File: config.mk
export PLATFORM = sky130hd
export DESIGN_NAME = rsr_reset_source_recorder
export DESIGN_NICKNAME = d
export VERILOG_FILES = /design/src/design/rsr_pkg.sv /design/src/design/rsr_reset_source_recorder.sv
export VERILOG_INCLUDE_DIRS = /design/src /design/src/design
export SDC_FILE = /design/constraint.sdc
export NUM_CORES = 1
export LEC_CHECK = 0
export BUFFER_PORTS_ARGS = -buffer_cell sky130_fd_sc_hd__buf_2
export CORE_MARGIN = 3
export CORE_UTILIZATION = 48
export DETAILED_ROUTE_END_ITERATION = 8
export GPL_TIMING_DRIVEN = 1
export MAX_ROUTING_LAYER = met4
export PLACE_DENSITY = 0.86
export RECOVER_POWER = 50
export SYNTH_ARGS = -nofsm -noshare
export SYNTH_HDL_FRONTEND = slang
export SYNTH_SLANG_ARGS = --single-unit
File: constraint.sdc
create_clock -name clk_sys_i -period 2.57 [get_ports clk_sys_i]
set_input_delay 0.257 -clock clk_sys_i [delete_from_list [all_inputs] [get_ports clk_sys_i]]
set_output_delay 0.257 -clock clk_sys_i [all_outputs]
set_load 0.01 [all_outputs]
File: src/design/rsr_defines.svh
// rsr_defines.svh: addresses, bit positions, reset values and counts
// of the reset source recorder; included by the package and the design.
`ifndef RSR_DEFINES_SVH
`define RSR_DEFINES_SVH

// ==========================================================
// register map
`define RSR_CAUSE_ADDR     20'hfffa8
`define RSR_ADDR_W         20

// ==========================================================
// cause flag positions
`define RSR_BIT_ILLOP      7
`define RSR_BIT_WDOG       4
`define RSR_BIT_PARITY     2
`define RSR_BIT_BADACC     1
`define RSR_BIT_LOWV       0
`define RSR_FLAGS_RST      8'h00

// ==========================================================
// processor state and opcodes
`define RSR_PSW_RST        8'h06
`define RSR_ILLEGAL_OPCODE 8'hff

// ==========================================================
// internal reset hold time
`define RSR_HOLD_NS        160
`define RSR_CLK_NS         10
`define RSR_HOLD_CYC       ((`RSR_HOLD_NS + `RSR_CLK_NS - 1) / `RSR_CLK_NS)

`endif

File: src/design/rsr_pkg.sv
// rsr_pkg.sv: types of the reset source recorder.
// assumes rsr_defines.svh is on the include path.
`include "rsr_defines.svh"

package rsr_pkg;

   // ==========================================================
   // reset sequencer states, one-hot
   typedef enum logic [3:0] {
      RSR_ST_RUN  = 4'b0001,
      RSR_ST_POR  = 4'b0010,
      RSR_ST_EXT  = 4'b0100,
      RSR_ST_INT  = 4'b1000
   } rsr_state_t;

endpackage

File: src/design/rsr_reset_source_recorder.sv
// rsr_reset_source_recorder.sv: reset cause register and reset state
// control for the processor.
// assumes all inputs synchronous to clk_sys_i; sys_rst_i is power-up.
`timescale 1ns/10ps
`include "rsr_defines.svh"

module rsr_reset_source_recorder #(
   parameter int unsigned HOLD_CYC = `RSR_HOLD_CYC
) (
   // clock and power-up reset
   input  wire logic                   clk_sys_i,
   input  wire logic                   sys_rst_i,
   // external reset pin and power-on comparators
   input  wire logic                   ext_reset_n_i,
   input  wire logic                   por_above_rise_i,
   input  wire logic                   por_below_fall_i,
   // internal reset sources
   input  wire logic                   exec_valid_i,
   input  wire logic [7:0]             exec_opcode_i,
   input  wire logic                   debug_emul_i,
   input  wire logic                   watchdog_req_i,
   input  wire logic                   parity_err_i,
   input  wire logic                   bad_access_req_i,
   input  wire logic                   low_voltage_req_i,
   // processor register access
   input  wire logic                   reg_rd_i,
   input  wire logic                   reg_byte_i,
   input  wire logic [`RSR_ADDR_W-1:0] reg_addr_i,
   output logic      [7:0]             reg_rdata_o,
   input  wire logic                   prd_wr_i,
   input  wire logic                   prd_wdata_i,
   input  wire logic                   psw_wr_i,
   input  wire logic [7:0]             psw_wdata_i,
   // processor state
   output logic                        chip_rst_o,
   output logic                        pc_undefined_o,
   output logic [7:0]                  psw_o,
   output logic                        parity_reset_disable_o,
   output logic [4:0]                  reset_cause_flags_o,
   // pull-up port pin
   output logic                        pullup_pin_o,
   output logic                        pullup_pin_oe_o,
   output logic                        pullup_pin_pu_o,
   // reset indicator port pin
   output logic                        rst_ind_pin_o,
   output logic                        rst_ind_pin_oe_o
);

   // ==========================================================
   // declarations
   rsr_pkg::rsr_state_t state_r;
   rsr_pkg::rsr_state_t state_nxt;
   logic [7:0]  flags_r;
   logic [7:0]  set_vec;
   logic        por_hold_r;
   logic        illop_req;
   logic        parity_req;
   logic        int_req;
   logic        cause_hit;
   logic        clr_rd;
   logic        hard_rst;
   logic        por_rst;
   logic [15:0] hold_cnt_r;
   logic        prd_r;
   logic [7:0]  psw_r;
   logic [7:0]  rdata_r;

   // how the pieces fit together:
   // - power-on hold and the pin form the hard reset, which wipes the flags
   // - the five internal sources set one flag each and start a timed reset
   // - a byte read of the cause register hands out the flags and clears them
   // - processor state that leaves reset at a fixed value is reloaded on the
   //   way into any reset, so it already stands in the first reset cycle
   // - stack, ram and general registers are left to the core on purpose
   // limitations:
   // - comparator outputs are taken as clean digital levels, no filtering
   // - the psw and disable write ports stand in for the core's own writes
   // - a request that arrives while a reset runs is dropped, not queued
   // trade-off: reloading from state_nxt lengthens the path through the
   //   sequencer but avoids a cycle of stale state inside reset

   // keep only the five cause bits, others read zero
   function automatic logic [7:0] cause_mask(input logic [7:0] v);
      logic [7:0] m;
      m = 8'h00;
      m[`RSR_BIT_ILLOP]  = v[`RSR_BIT_ILLOP];
      m[`RSR_BIT_WDOG]   = v[`RSR_BIT_WDOG];
      m[`RSR_BIT_PARITY] = v[`RSR_BIT_PARITY];
      m[`RSR_BIT_BADACC] = v[`RSR_BIT_BADACC];
      m[`RSR_BIT_LOWV]   = v[`RSR_BIT_LOWV];
      return m;
   endfunction

   // ==========================================================
   // internal reset requests
   // emulator-issued ff is a breakpoint, not a trap
   assign illop_req  = exec_valid_i && !debug_emul_i &&
                       (exec_opcode_i == `RSR_ILLEGAL_OPCODE);
   // parity errors reset only while not disabled
   assign parity_req = parity_err_i && !prd_r;
   assign int_req    = illop_req || watchdog_req_i || parity_req ||
                       bad_access_req_i || low_voltage_req_i;
   // the fall comparator acts at once, not a cycle late through the hold
   // register; otherwise the core would run one more cycle below the level
   assign por_rst    = por_hold_r || por_below_fall_i;
   // pin or comparator resets dominate internal ones
   // all five internal sources are equal; several at once set all their flags
   assign hard_rst   = !ext_reset_n_i || por_rst;

   // ==========================================================
   // power-on hold: set at power-up and on fall, freed above rise
   // the fall input wins over the rise input when both are high, so a
   // supply hovering between the two levels keeps the core in reset
   // hazard: the hold only drops on a rise report, never on its own
   always_ff @(posedge clk_sys_i or posedge sys_rst_i) begin
      if (sys_rst_i) begin
         por_hold_r <= 1'b1;
      end else if (por_below_fall_i) begin
         por_hold_r <= 1'b1;
      end else if (por_above_rise_i) begin
         por_hold_r <= 1'b0;
      end
   end

   // ==========================================================
   // reset sequencer
   // run: core executing; por: supply hold; ext: pin held low;
   // int: timed reset after an internal source fired
   // priority in every state: supply first, then pin, then internal
   // a pin reset that outlasts the supply hold goes on as a pin reset,
   // so the pull-up pin stays floating until the pin is released
   always_comb begin
      state_nxt = state_r;
      case (state_r)
         rsr_pkg::RSR_ST_RUN: begin
            if (por_rst)
               state_nxt = rsr_pkg::RSR_ST_POR;
            else if (!ext_reset_n_i)
               state_nxt = rsr_pkg::RSR_ST_EXT;
            else if (int_req)
               state_nxt = rsr_pkg::RSR_ST_INT;
         end
         rsr_pkg::RSR_ST_POR: begin
            if (!por_rst)
               state_nxt = ext_reset_n_i ? rsr_pkg::RSR_ST_RUN
                                         : rsr_pkg::RSR_ST_EXT;
         end
         rsr_pkg::RSR_ST_EXT: begin
            if (por_rst)
               state_nxt = rsr_pkg::RSR_ST_POR;
            else if (ext_reset_n_i)
               state_nxt = rsr_pkg::RSR_ST_RUN;
         end
         rsr_pkg::RSR_ST_INT: begin
            if (por_rst)
               state_nxt = rsr_pkg::RSR_ST_POR;
            else if (!ext_reset_n_i)
               state_nxt = rsr_pkg::RSR_ST_EXT;
            else if (hold_cnt_r == 16'h0000)
               state_nxt = rsr_pkg::RSR_ST_RUN;
         end
         default: state_nxt = rsr_pkg::RSR_ST_POR;
      endcase
   end

   // state register; power-up lands in the supply hold state
   always_ff @(posedge clk_sys_i or posedge sys_rst_i) begin
      if (sys_rst_i) begin
         state_r <= rsr_pkg::RSR_ST_POR;
      end else begin
         state_r <= state_nxt;
      end
   end

   // internal reset length; loaded on each internal request taken in the run state
   // the internal reset lasts HOLD_CYC cycles: loaded with HOLD_CYC-1
   // on entry and left when the count reads zero
   // limitation: HOLD_CYC above 65536 does not fit the 16-bit counter
   always_ff @(posedge clk_sys_i or posedge sys_rst_i) begin
      if (sys_rst_i) begin
         hold_cnt_r <= 16'h0000;
      end else if (state_r == rsr_pkg::RSR_ST_RUN && int_req) begin
         hold_cnt_r <= 16'(HOLD_CYC - 1);
      end else if (hold_cnt_r != 16'h0000) begin
         hold_cnt_r <= hold_cnt_r - 16'h0001;
      end
   end

   // ==========================================================
   // cause flags
   // one set bit per source at its fixed position; the mask function
   // keeps the unused bits at zero whatever the set vector carries
   always_comb begin
      set_vec = 8'h00;
      set_vec[`RSR_BIT_ILLOP]  = illop_req;
      set_vec[`RSR_BIT_WDOG]   = watchdog_req_i;
      set_vec[`RSR_BIT_PARITY] = parity_req;
      set_vec[`RSR_BIT_BADACC] = bad_access_req_i;
      set_vec[`RSR_BIT_LOWV]   = low_voltage_req_i;
   end

   // only a byte read clears; a bit read leaves the flags alone
   assign cause_hit = reg_rd_i && (reg_addr_i == `RSR_CAUSE_ADDR);
   assign clr_rd    = cause_hit && reg_byte_i;

   // requests are only counted while the core is running
   // hard reset clears everything; internal resets only or-in their bit,
   // so causes from earlier unread resets are still there to be read
   always_ff @(posedge clk_sys_i or posedge sys_rst_i) begin
      if (sys_rst_i) begin
         flags_r <= `RSR_FLAGS_RST;
      end else if (hard_rst) begin
         flags_r <= `RSR_FLAGS_RST;
      end else if (state_r == rsr_pkg::RSR_ST_RUN) begin
         // set ored after clear so a same-cycle cause survives
         flags_r <= cause_mask((clr_rd ? 8'h00 : flags_r) |
                               set_vec);
      end
   end

   // read data captured at the access, old value before the clear
   // held until the next matching read, so the core may sample it late
   always_ff @(posedge clk_sys_i or posedge sys_rst_i) begin
      if (sys_rst_i) begin
         rdata_r <= 8'h00;
      end else if (cause_hit) begin
         rdata_r <= cause_mask(flags_r);
      end
   end

   // ==========================================================
   // parity reset disable, cleared by any reset
   // cleared on the edge that enters reset, so the first reset cycle
   // already shows parity resets enabled again
   always_ff @(posedge clk_sys_i or posedge sys_rst_i) begin
      if (sys_rst_i) begin
         prd_r <= 1'b0;
      end else if (state_nxt != rsr_pkg::RSR_ST_RUN) begin
         prd_r <= 1'b0;
      end else if (prd_wr_i) begin
         prd_r <= prd_wdata_i;
      end
   end

   // program status word; stack, ram and gprs are deliberately absent
   // reloaded on entry into reset and through it; a core write during
   // reset is ignored except in the last reset cycle, where state_nxt is already run and the write is taken
   always_ff @(posedge clk_sys_i or posedge sys_rst_i) begin
      if (sys_rst_i) begin
         psw_r <= `RSR_PSW_RST;
      end else if (state_nxt != rsr_pkg::RSR_ST_RUN) begin
         psw_r <= `RSR_PSW_RST;
      end else if (psw_wr_i) begin
         psw_r <= psw_wdata_i;
      end
   end

   // ==========================================================
   // outputs
   // chip reset comes straight from the state register, glitch free
   // the program counter is the only state flagged undefined in reset
   assign chip_rst_o             = (state_r != rsr_pkg::RSR_ST_RUN);
   assign pc_undefined_o         = chip_rst_o;
   assign psw_o                  = psw_r;
   assign parity_reset_disable_o = prd_r;
   // packed view of the five flags, highest cause first
   assign reset_cause_flags_o    = {flags_r[`RSR_BIT_ILLOP],
                                    flags_r[`RSR_BIT_WDOG],
                                    flags_r[`RSR_BIT_PARITY],
                                    flags_r[`RSR_BIT_BADACC],
                                    flags_r[`RSR_BIT_LOWV]};
   assign reg_rdata_o            = rdata_r;

   // pull-up pin never driven in reset; pull-up only on soft resets
   // the port logic takes the pin over again once chip reset drops
   assign pullup_pin_o     = 1'b0;
   assign pullup_pin_oe_o  = 1'b0;
   assign pullup_pin_pu_o  = (state_r == rsr_pkg::RSR_ST_INT);

   // indicator pin low through every reset, released after
   assign rst_ind_pin_o    = 1'b0;
   assign rst_ind_pin_oe_o = chip_rst_o;

endmodule

==> impl_metrics.csv <==
group,metric,value,unit
floorplanning,core-area,3854,um2
sta,drv_slew,41,
run_status,status,"complete, but fails checks",
sta,fin_tns_setup,0,ns
global_routing,grt_antenna_before_repair,0,
critical_path,worst-r2r-cell-count,6,
logic_synthesis,synth-seq-cells,40,
critical_path,path_cells,"inv_1 > ha_1 > nor3b_1 > nand4_1 > and3_1 > o21ai_0",
critical_path,worstPathMaxFanout,10,
power_and_ir_drop,powerDensity,755.7,nW/um2
sta,finClkSkew,0.004175,ns
finish,antenna_cells,0,
drt,viasPerCell,5.297,
finish,drive_above_1_share,0.3121,
critical_path,cpLargestDelayFamily,"simple AND/OR/NAND/NOR gates",
critical_path,arrival,2.37,ns
logic_synthesis,synth_common_cells,"36 x dfrtp_1, 28 x nor2_1, 15 x nand2_1, 9 x mux2i_1",
global_routing,grt_pass1_vias,1708,
finish,final_util,0.6536,
place,numPortBuffers,74,
drt,wl,4.371,mm
finish,area_growth,25.19,%
global_routing,gr-usage-all-layers,0.1933,
floorplanning,std_cell_rows,22,
power_and_ir_drop,power,0.001903,W
sta,period_share,0.8388,
sta,finalHoldViolations,0,
sta,finalSetupViolations,0,
critical_path,criticalPathCategory,"register to register",
drt,vias,1748,
critical_path,critPathRequiredTime,2.79,ns
finish,finalNetCount,334,
finish,regArea,1006,um2
clocking,clk_latency,0.30,ns
place,gp_congestion,0.8578,
clocking,cts_resized,0,
global_routing,grt_max_degree,41,
power_and_ir_drop,p_sw,0.0006195,W
power_and_ir_drop,clkPwrFrac,0.270,
critical_path,critical_path_depth,6,
clocking,postCtsHoldBufs,0,
sta,setup_slack,0.4144,ns
clocking,cts_tree,"done",
logic_synthesis,synth_top_area_frac,0.4478,
logic_synthesis,synth_warnings,0,
power_and_ir_drop,p_comb_frac,0.267,
min_path,hold_class,"primary input to register",
clocking,clkTransAtPathRegs,0.08,ns
global_routing,global_route.overflow_total,0,
clocking,cts_buffers,5,
critical_path,max_stage_delay,0.44,ns
critical_path,start_kind,"register",
clocking,post_cts_buffers,0,
place,dp_hpwl,3.364,mm
logic_synthesis,syn_area,2012,um2
sta,worst_pin_slew,2.068,ns
power_and_ir_drop,max-vdd-ir-drop,361.9,uV
logic_synthesis,synth_area_per_cell,10.01,um2
power_and_ir_drop,seqPwrFrac,0.464,
logic_synthesis,ys.flop_type,"dfrtp_1",
clocking,clockBufferDepth,2,
finish,multiInputGateArea,930.9,um2
floorplanning,die_w,70.74,um
floorplanning,ios,81,
drt,post_drt_wl_per_cell,13.25,um
run,maxCapViolCount,1,
critical_path,cp_slowest_cell,"nor3b_1",
drt,ant_nets,0,
run_status,violations,"capacitance limit, slew limit",
logic_synthesis,syn_inst,201,
critical_path,end_kind,"register",
sta,maxSlewHeadroom,-0.3786,
power_and_ir_drop,p_leak,1.219,nW
clocking,htreeDepth,2,
sta,fin_crit,2.156,ns
logic_synthesis,synth.area.top_cells,"dfrtp_1 45%, dfstp_2 5.2%, nor2_1 5.2%",
logic_synthesis,synth_top_area_cell,"dfrtp_1",
clocking,cts.sinks,40,
clocking,root_buffer,"clkbuf_8",
min_path,hold_depth,2,
critical_path,crit_buf_inv,1,
logic_synthesis,seq_area_frac_synth,0.5000,
power_and_ir_drop,p_sw_frac,0.3255,
logic_synthesis,yosysUniqueCellTypes,44,
finish,fill_cells,322,
logic_synthesis,synth_most_common_cell,"dfrtp_1",
power_and_ir_drop,p_int,0.001284,W
drt,firstDrtPassIters,4,
drt,first_iter_violations,151,
global_routing,grt_pass1_wl,7.527,mm
sta,clock.fmax,463.9,MHz
floorplanning,die_area,5004,um2
logic_synthesis,synth-edff-count,0,
drt,drc_errors,0,
floorplanning,die_h,70.74,um
sta,grt_setup_unrepaired,"no",
logic_synthesis,synthArstFlopShare,1.000,
place,dp_worst_setup_slack,0.4235,ns
floorplanning,start_util,0.5221,
## cell type report
class | instances | area share
sequential | 40 | 0.3994
multi-input combinational | 149 | 0.3696
timing repair buffer | 78 | 0.1525
clock buffer | 5 | 0.02732
tap | 48 | 0.02384
clock inverter | 3 | 0.01689
inverter | 7 | 0.01043
## metal layers
metal / up-vias / global-route usage / part of all wire
met1: 832 / 0.2377 / 0.43
met5: - / - / 0
met2: 41 / 0.3193 / 0.51
met3: 9 / 0.03409 / 0.042
li1: 866 / - / -
met4: 0 / 0.07098 / 0.016
## metrics by stage
step	hold slack, ns	area, um2	std cells
global route	0.1337	2519	330
detailed placement	0.4016	2424	322
floorplan	0.3234	2031	206
finish	0.1301	2519	330
global placement	0.3971	2424	322
CTS	0.07919	2535	330
## flip-flops by register name, summed over array words and instances (netlist names)
register	cells
hold_cnt_r	16
state_r	4
reg_rdata_o	5
por_hold_r	1
psw_o	8
flags_r	5
parity_reset_disable_o	1
## logic make-up (layout without fill, tap and decap cells)
family,Yosys count,after routing,synth area share
mux,14,14,0.07276
flops,40,40,0.5000
compound gates,29,29,0.1001
buf+inv,17,93,0.04664
other cells,1,6,0.001864
simple gates,91,91,0.2376
xor+xnor,8,8,0.03483
fa+ha+maj,1,1,0.006218
## power groups by stage
stage                     combinational [W]  sequential, W  clock (W)
after floorplan                    0.000383       0.000861          0
after global placement             0.000491       0.000885          0
after detailed placement           0.000506       0.000891          0
after CTS                          0.000511       0.000880   0.000522
after global routing               0.000583       0.000906   0.000549
final                              0.000508       0.000882   0.000513
## worst paths after layout
check	startpoint	end	slack [ns]
setup / recovery	hold_cnt_r[0]$_DFFE_PP0P_	hold_cnt_r[2]$_DFFE_PP0P_	0.41
hold / removal	ext_reset_n_i	state_r[2]$_DFF_PP0_	0.13
setup reg to reg	hold_cnt_r[0]$_DFFE_PP0P_	hold_cnt_r[2]$_DFFE_PP0P_	0.41
hold reg to reg	reg_rdata_o[7]$_DFFE_PP0P_	reg_rdata_o[7]$_DFFE_PP0P_	0.51
max in group asynchronous	sys_rst_i	hold_cnt_r[11]$_DFFE_PP0P_	0.69
min in group asynchronous	sys_rst_i	psw_o[6]$_DFFE_PP0P_	0.70
## worst register-to-register path: cells and delay by family (launching register included)
kind,cells,cell delay [ns]
AOI/OAI and AO/OA,1,0.15
adders and majority gates,1,0.26
buffers and inverters,1,0.07
DFF,1,0.42
and+or+nand+nor,3,1.18
## cell usage in the layout, fill, tap and decap left out, types with 3 or more instances in the layout
cell type   n
mux2_2      5
xor2_1      5
nand2_1    15
clkbuf_8    5
clkbuf_1   11
nand4_1     5
dfrtp_1    36
buf_2      64
a21oi_1     8
nand2b_1    3
nand3_1     4
dfstp_2     3
o21ai_0     7
nor2b_1     3
and3_1      3
mux2i_1     9
a32o_1      5
conb_1      6
nor3_1      6
buf_4       3
nor4_1      6
xnor2_1     3
inv_1       7
nor2_1     28
Note: power is estimated with default switching activity, not from simulation.
